===== config.mk =====
export PLATFORM = sky130hd
export DESIGN_NAME = cfa_card_access
export DESIGN_NICKNAME = d
export VERILOG_FILES = /design/src/design/cfa_fifo.v /design/src/design/cfa_card_access.v
export VERILOG_INCLUDE_DIRS = /design/src /design/src/design
export SDC_FILE = /design/constraint.sdc
export NUM_CORES = 2
export LEC_CHECK = 0
export ABC_AREA = 1
export BUFFER_PORTS_ARGS = -buffer_cell sky130_fd_sc_hd__buf_2
export CAP_MARGIN = 30
export CORE_ASPECT_RATIO = 1.2
export CORE_MARGIN = 2
export CORE_UTILIZATION = 40
export CTS_BUF_LIST = sky130_fd_sc_hd__clkbuf_4 sky130_fd_sc_hd__clkbuf_8
export CTS_CLUSTER_DIAMETER = 60
export CTS_CLUSTER_SIZE = 14
export DETAILED_ROUTE_END_ITERATION = 8
export GPL_TIMING_DRIVEN = 1
export PLACE_DENSITY = 0.69
export SETUP_SLACK_MARGIN = 0.15
export SLEW_MARGIN = 20
export SYNTH_ARGS = -nofsm -noshare
export SYNTH_HDL_FRONTEND = slang
export SYNTH_SLANG_ARGS = --single-unit
export TNS_END_PERCENT = 100

===== constraint.sdc =====
create_clock -name mclk_i -period 3.3 [get_ports mclk_i]
set_input_delay 0.66 -clock mclk_i [delete_from_list [all_inputs] [get_ports mclk_i]]
set_output_delay 0.66 -clock mclk_i [all_outputs]
set_load 0.05 [all_outputs]

===== src/design/cfa_defs.vh =====
// shared constants for the card file access command front end
`ifndef CFA_DEFS_VH
`define CFA_DEFS_VH

// ----------------------------------------
// command selects on cmd_sel_i
// ----------------------------------------
`define CFA_CMD_CWD_QUERY 3'h0
`define CFA_CMD_LIST_BEGIN 3'h1
`define CFA_CMD_LIST_ADVANCE 3'h2
`define CFA_CMD_CWD_CHANGE 3'h3
`define CFA_CMD_FILE_OPEN 3'h4
`define CFA_CMD_FILE_CLOSE 3'h5
`define CFA_CMD_DIR_MAKE 3'h6
`define CFA_CMD_FILE_WRITE 3'h7

// ----------------------------------------
// media operations on med_op_o
// ----------------------------------------
`define CFA_OP_CAL 3'h0
`define CFA_OP_FIRST 3'h1
`define CFA_OP_NEXT 3'h2
`define CFA_OP_CHDIR 3'h3
`define CFA_OP_OPEN 3'h4
`define CFA_OP_CLOSE 3'h5

// ----------------------------------------
// error codes
// ----------------------------------------
`define CFA_ERR_NONE 16'h0000
`define CFA_ERR_NOT_FOUND 16'h0B90
`define CFA_ERR_LISTING_END 16'h0B96
`define CFA_ERR_BAD_ENTRY 16'h0AF9
`define CFA_ERR_UNIMPL 16'h0001
`define CFA_ERR_BAD_PATH 16'h0002

// ----------------------------------------
// path buffers, attribute field and file data fifo
// ----------------------------------------
`define CFA_PATH_MAX 6'h20
`define CFA_SEP_CHAR 8'h2F
`define CFA_ATTR_DIR_BIT 4
`define CFA_FIFO_DEPTH 4
`define CFA_FIFO_WIDTH 8

// ----------------------------------------
// timing
// ----------------------------------------
`define CFA_CLK_KHZ 100000
`define CFA_WL_JOIN_MS 3000
`define CFA_WL_JOIN_CYC (`CFA_WL_JOIN_MS * `CFA_CLK_KHZ)

`endif


===== src/design/cfa_fifo.v =====
// small synchronous fifo with valid/ready on both sides
`timescale 1ns/100ps
module cfa_fifo #(
	parameter WIDTH = 8,
	parameter DEPTH = 4,
	parameter AW = 2
) (
	input wire mclk_i,
	input wire arst_n_i,
	input wire clr_i,
	input wire in_valid_i,
	output wire in_ready_o,
	input wire [WIDTH-1:0] in_data_i,
	output wire out_valid_o,
	input wire out_ready_i,
	output wire [WIDTH-1:0] out_data_o
);
	reg [WIDTH-1:0] mem [0:DEPTH-1];
	reg [AW-1:0] wp_q;
	reg [AW-1:0] rp_q;
	reg [AW:0] cnt_q;
	wire push;
	wire pop;

	assign in_ready_o = (cnt_q != DEPTH[AW:0]);
	assign out_valid_o = (cnt_q != {(AW+1){1'b0}});
	assign out_data_o = mem[rp_q];
	assign push = in_valid_i & in_ready_o;
	assign pop = out_valid_o & out_ready_i;

	always @(posedge mclk_i) begin
		if (push) begin
			mem[wp_q] <= in_data_i;
		end
	end

	always @(posedge mclk_i or negedge arst_n_i) begin
		if (!arst_n_i) begin
			wp_q <= {AW{1'b0}};
			rp_q <= {AW{1'b0}};
			cnt_q <= {(AW+1){1'b0}};
		end else if (clr_i) begin
			wp_q <= {AW{1'b0}};
			rp_q <= {AW{1'b0}};
			cnt_q <= {(AW+1){1'b0}};
		end else begin
			if (push) begin
				wp_q <= wp_q + 1'b1;
			end
			if (pop) begin
				rp_q <= rp_q + 1'b1;
			end
			if (push & ~pop) begin
				cnt_q <= cnt_q + 1'b1;
			end else if (pop & ~push) begin
				cnt_q <= cnt_q - 1'b1;
			end
		end
	end
endmodule // cfa_fifo


===== src/design/cfa_card_access.v =====
// command interpreter for browsing and reading files on the memory card
`timescale 1ns/100ps
`include "cfa_defs.vh"
module cfa_card_access #(
	parameter [31:0] WL_JOIN_CYC = `CFA_WL_JOIN_CYC
) (
	input wire mclk_i,
	input wire arst_n_i,
	input wire cmd_wr_i,
	input wire [2:0] cmd_sel_i,
	output wire cmd_ready_o,
	output reg err_valid_o,
	output reg [15:0] err_code_o,
	input wire path_len_wr_i,
	input wire [7:0] path_len_i,
	input wire path_byte_wr_i,
	input wire [7:0] path_byte_i,
	input wire path_out_rd_i,
	output reg [7:0] path_out_length_o,
	output reg [7:0] path_out_byte_o,
	output reg [7:0] item_attribute_mask_o,
	output reg [31:0] item_byte_size_o,
	input wire sector_count_rd_i,
	output reg [15:0] sector_byte_count_o,
	output reg [15:0] sectors_per_cluster_o,
	output reg [31:0] total_cluster_count_o,
	output reg [31:0] free_cluster_count_o,
	input wire stream_req_i,
	output reg stream_enable_o,
	output reg stream_refused_o,
	output reg cal_default_o,
	input wire wl_join_i,
	input wire card_present_i,
	output wire wl_window_o,
	output reg wl_retry_o,
	output wire med_req_o,
	output reg [2:0] med_op_o,
	output reg [7:0] med_path_len_o,
	input wire [4:0] med_path_addr_i,
	output reg [7:0] med_path_byte_o,
	input wire med_done_i,
	input wire [15:0] med_err_i,
	input wire med_byte_valid_i,
	input wire [7:0] med_byte_i,
	output wire med_byte_ready_o,
	input wire med_entry_dir_i,
	input wire [7:0] med_entry_attr_i,
	input wire [31:0] med_entry_size_i,
	input wire [15:0] med_sector_size_i,
	input wire [15:0] med_spc_i,
	input wire [31:0] med_total_i,
	input wire [31:0] med_free_i,
	output wire file_data_valid_o,
	input wire file_data_ready_i,
	output wire [7:0] file_data_o
);
	// ----------------------------------------
	// states
	// ----------------------------------------
	localparam [2:0] S_INIT0 = 3'h0;
	localparam [2:0] S_INIT1 = 3'h1;
	localparam [2:0] S_IDLE = 3'h2;
	localparam [2:0] S_WAIT = 3'h3;
	localparam [2:0] S_RCWD = 3'h4;
	localparam [2:0] S_RSEP = 3'h5;
	localparam [2:0] S_RPIN = 3'h6;
	localparam [2:0] S_MED = 3'h7;

	function uses_bus;
		input [2:0] sel;
		begin
			uses_bus = (sel != `CFA_CMD_CWD_QUERY) && (sel != `CFA_CMD_DIR_MAKE) &&
				(sel != `CFA_CMD_FILE_WRITE);
		end
	endfunction

	function needs_resolve;
		input [2:0] op;
		begin
			needs_resolve = (op == `CFA_OP_CHDIR) || (op == `CFA_OP_OPEN);
		end
	endfunction

	// ----------------------------------------
	// storage
	// ----------------------------------------
	// two banks so a failed change leaves the old directory intact
	reg [7:0] cwd_mem [0:63];
	reg [7:0] pin_mem [0:31];
	reg [7:0] name_mem [0:31];

	reg [2:0] st_q;
	reg [2:0] op_q;
	reg cwd_sel_q;
	reg [5:0] cwd_len_q;
	reg cwd_valid_q;
	reg [5:0] pin_len_q;
	reg [5:0] pin_wp_q;
	reg [5:0] ri_q;
	reg [5:0] wi_q;
	reg [5:0] new_len_q;
	reg [5:0] nm_wp_q;
	reg path_bank_q;
	reg out_src_q;
	reg [5:0] out_rp_q;
	reg list_ok_q;
	reg file_open_q;
	reg cal_done_q;
	reg fifo_clr_q;
	reg [1:0] wl_sync_q;
	reg [1:0] card_sync_q;
	reg wl_prev_q;
	reg [31:0] wl_cnt_q;
	reg wl_hit_q;

	reg cw_we;
	reg [5:0] cw_addr;
	reg [7:0] cw_data;
	wire scr;
	wire [7:0] cwd_last;
	wire wl_rise;
	wire win;
	wire bus_cmd;
	wire fifo_in_ready;
	wire to_fifo;

	assign scr = ~cwd_sel_q;
	assign cwd_last = cwd_mem[{cwd_sel_q, cwd_len_q[4:0] - 5'h02}];
	assign cmd_ready_o = (st_q == S_IDLE);
	assign med_req_o = (st_q == S_MED);
	assign bus_cmd = cmd_wr_i && cmd_ready_o && uses_bus(cmd_sel_i);

	// ----------------------------------------
	// wireless join window
	// ----------------------------------------
	// pins pass two flops first
	always @(posedge mclk_i or negedge arst_n_i) begin
		if (!arst_n_i) begin
			wl_sync_q <= 2'h0;
			card_sync_q <= 2'h0;
			wl_prev_q <= 1'b0;
		end else begin
			wl_sync_q <= {wl_sync_q[0], wl_join_i};
			card_sync_q <= {card_sync_q[0], card_present_i};
			wl_prev_q <= wl_sync_q[1];
		end
	end

	assign wl_rise = wl_sync_q[1] & ~wl_prev_q;
	assign win = (wl_cnt_q != 32'h0000_0000);
	assign wl_window_o = win;

	always @(posedge mclk_i or negedge arst_n_i) begin
		if (!arst_n_i) begin
			wl_cnt_q <= 32'h0000_0000;
			wl_retry_o <= 1'b0;
			wl_hit_q <= 1'b0;
		end else begin
			wl_retry_o <= 1'b0;
			wl_hit_q <= win & med_req_o;
			if (wl_rise) begin
				wl_cnt_q <= WL_JOIN_CYC;
			end else if (win && (bus_cmd || (med_req_o && !wl_hit_q))) begin
				// join is spoiled; the window starts over at once
				wl_cnt_q <= WL_JOIN_CYC;
				wl_retry_o <= 1'b1;
			end else if (win) begin
				wl_cnt_q <= wl_cnt_q - 32'h0000_0001;
			end
		end
	end

	// ----------------------------------------
	// directory buffer writes
	// ----------------------------------------
	always @* begin
		cw_we = 1'b0;
		cw_addr = {scr, wi_q[4:0]};
		cw_data = 8'h00;
		case (st_q)
			S_INIT0: begin
				cw_we = 1'b1;
				cw_addr = 6'h00;
				cw_data = `CFA_SEP_CHAR;
			end
			S_INIT1: begin
				cw_we = 1'b1;
				cw_addr = 6'h01;
			end
			S_RCWD: begin
				cw_we = (ri_q < cwd_len_q - 6'h01) && !wi_q[5];
				cw_data = cwd_mem[{cwd_sel_q, ri_q[4:0]}];
			end
			S_RSEP: begin
				cw_we = (cwd_last != `CFA_SEP_CHAR) && !wi_q[5];
				cw_data = `CFA_SEP_CHAR;
			end
			S_RPIN: begin
				cw_we = !wi_q[5];
				cw_data = pin_mem[ri_q[4:0]];
			end
			default: begin
				cw_we = 1'b0;
			end
		endcase
	end

	always @(posedge mclk_i) begin
		if (cw_we) begin
			cwd_mem[cw_addr] <= cw_data;
		end
		if (path_byte_wr_i && !pin_wp_q[5]) begin
			pin_mem[pin_wp_q[4:0]] <= path_byte_i;
		end
		if (med_req_o && med_byte_valid_i && !file_open_q && !nm_wp_q[5]) begin
			name_mem[nm_wp_q[4:0]] <= med_byte_i;
		end
	end

	// ----------------------------------------
	// command sequencer
	// ----------------------------------------
	always @(posedge mclk_i or negedge arst_n_i) begin
		if (!arst_n_i) begin
			st_q <= S_INIT0;
			op_q <= `CFA_OP_CAL;
			cwd_sel_q <= 1'b0;
			cwd_len_q <= 6'h00;
			cwd_valid_q <= 1'b0;
			pin_len_q <= 6'h00;
			pin_wp_q <= 6'h00;
			ri_q <= 6'h00;
			wi_q <= 6'h00;
			new_len_q <= 6'h00;
			nm_wp_q <= 6'h00;
			path_bank_q <= 1'b0;
			out_src_q <= 1'b0;
			out_rp_q <= 6'h00;
			path_out_length_o <= 8'h00;
			path_out_byte_o <= 8'h00;
			med_path_len_o <= 8'h00;
			list_ok_q <= 1'b0;
			file_open_q <= 1'b0;
			cal_done_q <= 1'b0;
			cal_default_o <= 1'b0;
			fifo_clr_q <= 1'b0;
			err_valid_o <= 1'b0;
			err_code_o <= `CFA_ERR_NONE;
			item_attribute_mask_o <= 8'h00;
			item_byte_size_o <= 32'h0000_0000;
		end else begin
			err_valid_o <= 1'b0;
			fifo_clr_q <= 1'b0;
			if (path_len_wr_i) begin
				pin_len_q <= (path_len_i > {2'h0, `CFA_PATH_MAX}) ? 6'h00 : path_len_i[5:0];
				pin_wp_q <= 6'h00;
			end else if (path_byte_wr_i && !pin_wp_q[5]) begin
				pin_wp_q <= pin_wp_q + 6'h01;
			end
			if (path_out_rd_i) begin
				// past the end the reader sees zeros
				if ({2'h0, out_rp_q} < path_out_length_o) begin
					path_out_byte_o <= out_src_q ? name_mem[out_rp_q[4:0]] :
						cwd_mem[{cwd_sel_q, out_rp_q[4:0]}];
				end else begin
					path_out_byte_o <= 8'h00;
				end
				if (!out_rp_q[5]) begin
					out_rp_q <= out_rp_q + 6'h01;
				end
			end
			if (!card_sync_q[1]) begin
				cwd_valid_q <= 1'b0;
			end
			case (st_q)
				S_INIT0: begin
					st_q <= S_INIT1;
				end
				S_INIT1: begin
					cwd_len_q <= 6'h02;
					cwd_sel_q <= 1'b0;
					op_q <= `CFA_OP_CAL;
					st_q <= S_WAIT;
				end
				S_IDLE: begin
					if (cmd_wr_i) begin
						case (cmd_sel_i)
							`CFA_CMD_CWD_QUERY: begin
								err_valid_o <= 1'b1;
								if (cwd_valid_q) begin
									err_code_o <= `CFA_ERR_NONE;
									path_out_length_o <= {2'h0, cwd_len_q};
									out_src_q <= 1'b0;
									out_rp_q <= 6'h00;
								end else begin
									err_code_o <= `CFA_ERR_NOT_FOUND;
								end
							end
							`CFA_CMD_LIST_BEGIN: begin
								op_q <= `CFA_OP_FIRST;
								st_q <= S_WAIT;
							end
							`CFA_CMD_LIST_ADVANCE: begin
								if (list_ok_q) begin
									op_q <= `CFA_OP_NEXT;
									st_q <= S_WAIT;
								end else begin
									err_valid_o <= 1'b1;
									err_code_o <= `CFA_ERR_BAD_ENTRY;
								end
							end
							`CFA_CMD_CWD_CHANGE, `CFA_CMD_FILE_OPEN: begin
								if (pin_len_q == 6'h00 || pin_wp_q < pin_len_q) begin
									err_valid_o <= 1'b1;
									err_code_o <= `CFA_ERR_BAD_PATH;
								end else begin
									op_q <= (cmd_sel_i == `CFA_CMD_FILE_OPEN) ?
										`CFA_OP_OPEN : `CFA_OP_CHDIR;
									st_q <= S_WAIT;
								end
							end
							`CFA_CMD_FILE_CLOSE: begin
								file_open_q <= 1'b0;
								fifo_clr_q <= 1'b1;
								op_q <= `CFA_OP_CLOSE;
								st_q <= S_WAIT;
							end
							default: begin
								// no card traffic at all for these
								err_valid_o <= 1'b1;
								err_code_o <= `CFA_ERR_UNIMPL;
							end
						endcase
					end
				end
				S_WAIT: begin
					if (!win) begin
						ri_q <= 6'h00;
						wi_q <= 6'h00;
						nm_wp_q <= 6'h00;
						path_bank_q <= cwd_sel_q;
						med_path_len_o <= {2'h0, cwd_len_q};
						if (!needs_resolve(op_q)) begin
							st_q <= S_MED;
						end else if (pin_mem[0] == `CFA_SEP_CHAR) begin
							st_q <= S_RPIN;
						end else begin
							st_q <= S_RCWD;
						end
					end
				end
				S_RCWD: begin
					if (ri_q < cwd_len_q - 6'h01) begin
						ri_q <= ri_q + 6'h01;
						wi_q <= wi_q + 6'h01;
					end else begin
						st_q <= S_RSEP;
					end
				end
				S_RSEP: begin
					ri_q <= 6'h00;
					if (cwd_last != `CFA_SEP_CHAR) begin
						wi_q <= wi_q + 6'h01;
					end
					st_q <= S_RPIN;
				end
				S_RPIN: begin
					if (wi_q[5]) begin
						err_valid_o <= 1'b1;
						err_code_o <= `CFA_ERR_BAD_PATH;
						st_q <= S_IDLE;
					end else if (ri_q == pin_len_q - 6'h01) begin
						new_len_q <= wi_q + 6'h01;
						med_path_len_o <= {2'h0, wi_q + 6'h01};
						path_bank_q <= scr;
						st_q <= S_MED;
					end else begin
						ri_q <= ri_q + 6'h01;
						wi_q <= wi_q + 6'h01;
					end
				end
				S_MED: begin
					if (med_byte_valid_i && !file_open_q && !nm_wp_q[5]) begin
						nm_wp_q <= nm_wp_q + 6'h01;
					end
					if (med_done_i) begin
						st_q <= S_IDLE;
						err_valid_o <= (op_q != `CFA_OP_CAL);
						err_code_o <= med_err_i;
						case (op_q)
							`CFA_OP_CAL: begin
								cal_done_q <= 1'b1;
								cal_default_o <= (med_err_i != `CFA_ERR_NONE);
								cwd_valid_q <= card_sync_q[1];
							end
							`CFA_OP_FIRST, `CFA_OP_NEXT: begin
								list_ok_q <= (med_err_i == `CFA_ERR_NONE);
								if (med_err_i == `CFA_ERR_NONE) begin
									path_out_length_o <= {2'h0, nm_wp_q};
									out_src_q <= 1'b1;
									out_rp_q <= 6'h00;
									item_attribute_mask_o <= med_entry_attr_i;
									item_attribute_mask_o[`CFA_ATTR_DIR_BIT] <=
										med_entry_dir_i;
									item_byte_size_o <= med_entry_size_i;
								end else if (op_q == `CFA_OP_FIRST) begin
									err_code_o <= `CFA_ERR_NOT_FOUND;
								end else if (med_err_i != `CFA_ERR_BAD_ENTRY) begin
									err_code_o <= `CFA_ERR_LISTING_END;
								end
							end
							`CFA_OP_CHDIR: begin
								if (med_err_i == `CFA_ERR_NONE) begin
									cwd_sel_q <= scr;
									cwd_len_q <= new_len_q;
									cwd_valid_q <= 1'b1;
									list_ok_q <= 1'b0;
								end
							end
							`CFA_OP_OPEN: begin
								file_open_q <= (med_err_i == `CFA_ERR_NONE);
							end
							default: begin
								file_open_q <= 1'b0;
							end
						endcase
					end
				end
				default: begin
					st_q <= S_IDLE;
				end
			endcase
		end
	end

	// ----------------------------------------
	// media path read, disk snapshot, stream gate
	// ----------------------------------------
	always @(posedge mclk_i or negedge arst_n_i) begin
		if (!arst_n_i) begin
			med_op_o <= `CFA_OP_CAL;
			med_path_byte_o <= 8'h00;
			sector_byte_count_o <= 16'h0000;
			sectors_per_cluster_o <= 16'h0000;
			total_cluster_count_o <= 32'h0000_0000;
			free_cluster_count_o <= 32'h0000_0000;
			stream_enable_o <= 1'b0;
			stream_refused_o <= 1'b0;
		end else begin
			med_op_o <= op_q;
			med_path_byte_o <= cwd_mem[{path_bank_q, med_path_addr_i}];
			stream_refused_o <= 1'b0;
			if (sector_count_rd_i) begin
				sector_byte_count_o <= med_sector_size_i;
				sectors_per_cluster_o <= med_spc_i;
				total_cluster_count_o <= med_total_i;
				free_cluster_count_o <= med_free_i;
			end
			if (stream_req_i) begin
				// streaming only on top of good calibration
				stream_enable_o <= cal_done_q && !cal_default_o;
				stream_refused_o <= !cal_done_q || cal_default_o;
			end
		end
	end

	// ----------------------------------------
	// file data path
	// ----------------------------------------
	// bytes stall at the card when the host stops reading
	assign to_fifo = file_open_q && !med_req_o;
	assign med_byte_ready_o = to_fifo ? fifo_in_ready : 1'b1;

	cfa_fifo #(
		.WIDTH(`CFA_FIFO_WIDTH),
		.DEPTH(`CFA_FIFO_DEPTH),
		.AW(2)
	) u_fifo (
		.mclk_i(mclk_i),
		.arst_n_i(arst_n_i),
		.clr_i(fifo_clr_q),
		.in_valid_i(med_byte_valid_i & to_fifo),
		.in_ready_o(fifo_in_ready),
		.in_data_i(med_byte_i),
		.out_valid_o(file_data_valid_o),
		.out_ready_i(file_data_ready_i),
		.out_data_o(file_data_o)
	);
endmodule // cfa_card_access


[Word-level counts from Yosys, hierarchy flattened]
Memory sizes are Yosys's and may differ from the RTL's. A register that Yosys moved wholly into a read port is not among the register bits.
Cells that the tools add are included.
Storage, ports and cells
  register bits: 291
  bits in latches: 0
  bits in writable memories: 1056
  bits in read-only memories: 0
  bits of input ports: 198
  output and inout bits: 205
  logic and storage cells: 332
  memories: 4
Cells by class
  add/sub/neg operators: 13
  multipliers: 0
  div/mod/pow operators: 0
  magnitude comparators: 4
  equal/unequal tests: 50
  shifts and indexed selects: 0
  muxes and demuxes: 133
  bitwise gates (word level): 12
  reductions and logical operators: 73
Memories
  cwd_mem: depth 64, bits a word 8, read ports 4, clocked after memory_dff 1, write ports 1, line cfa_card_access.v:88  | reg [7:0] cwd_mem [0:63];
  name_mem: depth 32, bits a word 8, read ports 1, clocked after memory_dff 0, write ports 1, line cfa_card_access.v:90  | reg [7:0] name_mem [0:31];
  pin_mem: depth 32, bits a word 8, read ports 2, clocked after memory_dff 0, write ports 1, line cfa_card_access.v:89  | reg [7:0] pin_mem [0:31];
  u_fifo.mem: depth 4, bits a word 8, read ports 1, clocked after memory_dff 0, write ports 1, line cfa_fifo.v:18  | reg [WIDTH-1:0] mem [0:DEPTH-1];
Operators by type and width (number)
  16-bit 2-to-1 mux: 9
  6-bit 2-to-1 mux: 23
  32-bit 2-to-1 mux: 3
  8-bit 2-to-1 mux: 11
  16-bit one-hot mux with 4 select lines: 1
  16-bit one-hot mux with 3 select lines: 1
  6-bit one-hot mux with 2 select lines: 4
  6-bit one-hot mux with 4 select lines: 2
  3-bit 2-to-1 mux: 15
  1-bit 2-to-1 mux: 40
  8-bit one-hot mux with 2 select lines: 2
  32-bit nonzero test: 1
  32-bit by 1-bit subtractor with 32-bit output (second input constant): 1
  6-bit by 1-bit adder with 6-bit output (second input constant): 5
  3-bit != test (second input constant): 8
  3-bit one-hot mux with 8 select lines: 1
  8-bit one-hot mux with 3 select lines: 1
  2-bit != test (second input constant): 11
  3-bit equality test (second input constant): 7
  4-bit AND reduction: 5
  3-bit by 2-bit equality test with 1-bit output (second input constant): 6
  2-bit by 1-bit != test with 1-bit output (second input constant): 9
  2-bit nonzero test: 9
  3-bit nonzero test: 6
  other kinds (40): 104

[Logic depth before layout (Yosys ltp)]
  depth in word-level cells: 10
  mapped depth: 24
  depth with buffers taken out: 18

[Hierarchy]
A second synthesis with hierarchy kept.
Second synthesis, totals
  cell total of the unflattened synthesis: 7451
  area, all modules: 69103.8 um2
Modules (own cells, without submodules)
  cfa_card_access: times used 1, cells each 7309, area each 67350.8 um2, sequential area each 37956.4 um2
  cfa_fifo: times used 1, cells each 142, area each 1752.9 um2, sequential area each 1136.1 um2

[Least setup slack after synthesis]
Ideal clock, no wire load.
  path type: register to register
  start point: reg cwd_len_q[1]
  end point: mem cwd_mem[14][0] (enable)
  library setup time: 0.370 ns
  data arrival time: 3.089 ns
  data required time: 2.930 ns
  path slack: -0.160 ns
  stages on the path, launching flop included: 19
  path buffers: 3
  clock period less this slack: 3.460 ns
  cells stage by stage: dfrtp_1 -> buf_2 -> inv_2 -> buf_4 -> buf_2 -> ha_1 -> nand2_1 -> nor3_1 -> xor2_1 -> ha_1 -> a21oi_1 -> o21a_1 -> nand2_1 -> nor2_1 -> o21a_1 -> nand2_1 -> nand2_1 -> nand2_1 -> nor2_1
On the way
  cells in the longest elaborated chain, start to end: 7
  elaborated cells on any way between the ends: 10
  classes of those cells: add/sub (2); order compare (1); eq/ne (1); mux (3); reduce/logical (2); memory (1)
RTL lines
  start: declaration: line cfa_card_access.v:95  | reg [5:0] cwd_len_q;
  start signal: assignment: line cfa_card_access.v:415  | cwd_len_q <= new_len_q;
  5-bit by 2-bit subtractor with 5-bit output: line cfa_card_access.v:128  | assign cwd_last = cwd_mem[{cwd_sel_q, cwd_len_q[4:0] - 5'h02}];
  memory 64 x 8 bit
  8-bit by 6-bit != test with 1-bit output (no source line)
  1-bit logical AND: line cfa_card_access.v:195  | cw_we = (cwd_last != `CFA_SEP_CHAR) && !wi_q[5];
  1-bit one-hot mux with 4 select lines *: line cfa_card_access.v:180  | case (st_q)
  1-bit 2-to-1 mux *: line cfa_card_access.v:209  | if (cw_we) begin
  1-bit 2-to-1 mux (not written as such) *: line cfa_card_access.v:210  | cwd_mem[cw_addr] <= cw_data;
  end: declaration: line cfa_card_access.v:88
Mark *: on every way between the ends. The rest lies on a longest branch, timed or not.

[Final worst setup path]
  start point: reg out_rp_q[1]
  end point: reg path_out_byte_o[5]
On the way
  cells in the longest elaborated chain, start to end: 3
  elaborated cells on any way between the ends: 5
  classes of those cells: order compare (1); mux (2); memory (2)
RTL lines
  start: declaration: line cfa_card_access.v:105  | reg [5:0] out_rp_q;
  start signal: assignment: line cfa_card_access.v:269  | out_rp_q <= out_rp_q + 6'h01;
  memory 64 x 8 bit / memory 32 x 8 bit (equally long branches)
  8-bit 2-to-1 mux: line cfa_card_access.v:263  | path_out_byte_o <= out_src_q ? name_mem[out_rp_q[4:0]] :
  8-bit 2-to-1 mux *: line cfa_card_access.v:262  | if ({2'h0, out_rp_q} < path_out_length_o) begin
  end signal: assignment: line cfa_card_access.v:263
  end: declaration: line cfa_card_access.v:20  | output reg [7:0] path_out_byte_o,
Marks and branches as above.
A chain may end at the register's enable or synchronous reset.

==> out/summary.txt <==
CTS tree -> built
Clk Latency, worst-skew pair -> 1000 ps
Setup TNS -> -3130 ps
Io pins -> 403
DRC viols -> 0
Via count -> 63200
Max FO, Critical Path -> 31
Measured slew at the worst slew-check pin -> 971 ps
Final net count -> 8323
Drt pass-1 iters -> 6
Yosys reg bits -> 1351
Die height -> 458 µm
Ys flop type -> edfxtp_1
Worst r2r src -> out_rp_q[1]$_DFF_PN0_
Max-cap violation count -> 0
Width of the die -> 382 µm
Outcome -> finished with violations
CP dominant cell by count -> nand2_1
Num rows -> 166
Violated checks -> setup timing
Fin crit period -> 3450 ps
Cells after synthesis -> 7388
Worst vdd ir -> 0.656 mV
Final Hold Vio Count -> 0
Startpoint types -> flop
Vias per cell -> 6.04
Share of layout cells above drive strength 1 -> 0.185
WP data arrival -> 4400 ps
Routed WL -> 284 mm
Synth Area per Inst -> 9.29 µm²
Worst r2r path cells -> 11
CTS Root Cell -> clkbuf_8
Critical path, cell by cell -> buf_12 > nor2_4 > inv_1 > a21oi_1 > a211oi_1 > buf_4 > a221oi_1 > o31ai_1 > o211ai_1 > nand2_1 > nand2_1
Synth warn -> 0
DRT iter0 DRCs -> 8760
Global-route wire length before repair -> 405 mm
Async S/R FF share, synth -> 0.218
Period utilisation layout -> 1.05
Gpl congestion -> 1.03
Reg-to-reg setup timing slack -> -150 ps
Sink Count -> 1351
Hold Crit Endpoint -> pin_wp_q[5]$_DFFE_PN0P_
Setup CP Type -> flop to flop
Cell area after layout -> 82400 µm²
Overflow after GRT -> 0
Relative slew margins -> 0.353
HPWL after detailed placement -> 191 mm
PortBufs -> 397
Fill cells -> 15600
Hold path depth -> 2
Setup-failing EPs final -> 67
Total Routing Usage GR -> 0.313
Final ANT Viol Nets -> 0
Worst hold path type -> input pin to flop
Slowest cell on crit path -> a221oi_1
Synth unique cells -> 61
Clock Path Buffers -> 3
Pin count of the biggest net entering global routing -> 139
Max-slew violation count -> 0
Clk slew on worst S/H paths -> 100 ps
Vias in the first global route -> 59800
Pre-CTS WS -> -328 ps
CP max stage delay -> 640 ps
Pleak -> 31.8 nW
Dominant cell type by area after synthesis -> edfxtp_1
Synth area leaders -> edfxtp_1, dfrtp_1, o21ai_0, nand2_1, nor2_1
CP top delay family -> compound AO/OA/AOI/OAI gates
Initial Util -> 0.403
CTS Buf Count -> 121
F_max -> 0.290 GHz
Post-synthesis sequential area ratio -> 0.569
Buf+Inv Stages, Crit Path -> 3
Hold path start -> path_len_wr_i
Post-Syn Area -> 68700 µm²
Yosys top cell area share -> 0.462
Layout area overhead -> 20.0%
Placed cell area -> 76600 µm²
Required time of the critical path -> 4250 ps
Die ar. -> 175000 µm²
EDFF count, synth -> 1056
Fin Clk Skew -> 95.8 ps
Critical R2R Capture -> path_out_byte_o[5]$_DFFE_PN0P_
Critical Path Sink Type -> flop
H-tree levels -> 3
WL per Instance -> 27.1 µm
Core Region -> 171000 µm²
Antenna violations before repair -> 17
Power density over cell area -> 750 nW/µm²
Setup slack after layout -> -152 ps
RSZ-0062 raised after global routing -> true
-- worst reg2reg max path: stages (launching register included) --
cell and delay [ps]:
dfrtp_4 510, buf_12 190, nor2_4 240, inv_1 310, a21oi_1 220, a211oi_1 60, buf_4 180, a221oi_1 640
o31ai_1 380, o211ai_1 330, nand2_1 230, nand2_1 100
-- kinds of logic (layout without fill, tap and decap cells) --
kind of cell,count (synthesis),after routing,synth area share
flops,1351,1351,0.569
fa+ha+maj,40,40,0.00740
compound gates,2274,2274,0.185
other cells,1,13,0.0000546
xor+xnor,34,34,0.00461
buf+inv,1036,1834,0.0597
mux,155,155,0.0251
simple gates,2497,2497,0.149
-- sequential cells by signal, summed over array words and instances (netlist names), 8 cells and up --
register and flops:
path_out_byte_o 8, cwd_mem 512, wl_cnt_q 32, u_fifo.mem 32, total_cluster_count_o 32, sector_byte_count_o 16
item_attribute_mask_o 8, err_code_o 16, sectors_per_cluster_o 16, med_path_byte_o 8, pin_mem 256, item_byte_size_o 32
name_mem 256, free_cluster_count_o 32
-- report_power, final --
part	leakage [nW]	switching, mW	internal, mW
clock	1.46	6.21	5.04
sequential	13.2	0.713	20.6
combinational	17.1	20.7	8.53
total	31.8	27.6	34.2
-- metal layers --
layer  global-route usage  up-vias  wire length, µm  share of wire
met1                0.385    30400           102000           0.36
met5                    0        -               54        0.00019
met3               0.0655     1037            29500           0.10
met2                0.506     4162           131000           0.46
li1                     -    27700                -              -
met4                0.188        6            21100          0.074
-- synthesized netlist by cell type, drive strengths merged, types with 10 or more instances --
| master | count |
|---|---|
| xnor2 | 12 |
| a211oi | 28 |
| nand4 | 57 |
| mux2 | 136 |
| o21ai | 1227 |
| nand2 | 996 |
| buf | 136 |
| o22ai | 208 |
| clkbuf | 395 |
| o311ai | 18 |
| o31ai | 13 |
| o221ai | 57 |
| o32ai | 10 |
| edfxtp | 1056 |
| dfrtp | 295 |
| nand3 | 416 |
| nor3 | 59 |
| mux2i | 19 |
| nor4 | 12 |
| inv | 497 |
| a221oi | 38 |
| xor2 | 22 |
| a21oi | 476 |
| a31oi | 46 |
| ha | 39 |
| o211ai | 113 |
| nor2 | 938 |
-- worst max-delay path by stage --
stage                                   startpoint                              to  slack, ps  cells past startpoint
after floorplan           cwd_len_q[1]$_DFFE_PN0P_        cwd_mem[36][0]$_DFFE_PP_        170                     20
after global placement    cwd_len_q[1]$_DFFE_PN0P_        cwd_mem[14][4]$_DFFE_PP_       -270                     18
after detailed placement  cwd_len_q[1]$_DFFE_PN0P_        cwd_mem[14][4]$_DFFE_PP_       -330                     17
after CTS                 cwd_len_q[0]$_DFFE_PN0P_        cwd_mem[31][6]$_DFFE_PP_         30                     15
after global routing      cwd_len_q[0]$_DFFE_PN0P_        cwd_mem[30][3]$_DFFE_PP_        -90                     15
final                        out_rp_q[1]$_DFF_PN0_  path_out_byte_o[5]$_DFFE_PN0P_       -150                     11
-- placed cells by master, fill, tap and decap left out, types with 63 or more instances in the layout --
cell type,instances
a21oi_1,475
clkbuf_4,63
inv_1,431
nand3_1,390
buf_4,412
o22ai_1,207
buf_12,110
nand2_1,961
mux2_2,136
clkbuf_8,126
dfrtp_1,287
dlygate4sd3_1,154
o211ai_1,113
nor2_1,904
buf_2,392
edfxtp_1,1056
o21ai_0,1202
-- stage by stage --
stage / instances / utilization / hold slack [ps] / total power [mW]
detailed placement: 10000 / 0.449 / 337 / 48.6
floorplan: 7391 / - / 331 / 36.1
finish: 10500 / 0.483 / 48.2 / 61.8
global route: 10500 / 0.483 / 35.0 / 63.8
CTS: 10400 / 0.481 / 1.20 / 60.6
global placement: 10000 / 0.449 / 335 / 48.3
-- cell type report --
cell class              count  area (µm²)  area share
flip-flops and latches   1351       39100       0.475
clock inverters            39         592     0.00718
well taps                2268        2840      0.0344
inverters                 505        2060      0.0249
diodes                      9        22.5    0.000273
clock buffers             188        2190      0.0266
multi-input cells        5004       26100       0.317
repair buffers           1102        9510       0.115
-- what timing repair did --
action                                 4_1_cts  5_1_grt
setup buffers                               33        7
endpoints found under the hold margin      214        0
cloned                                       8        5
hold buffers                               154        0
gates resized for setup                    128       71
setup endpoints to repair                  974     1035
pin swaps                                   37       37
(Power assumes the default switching activity.)
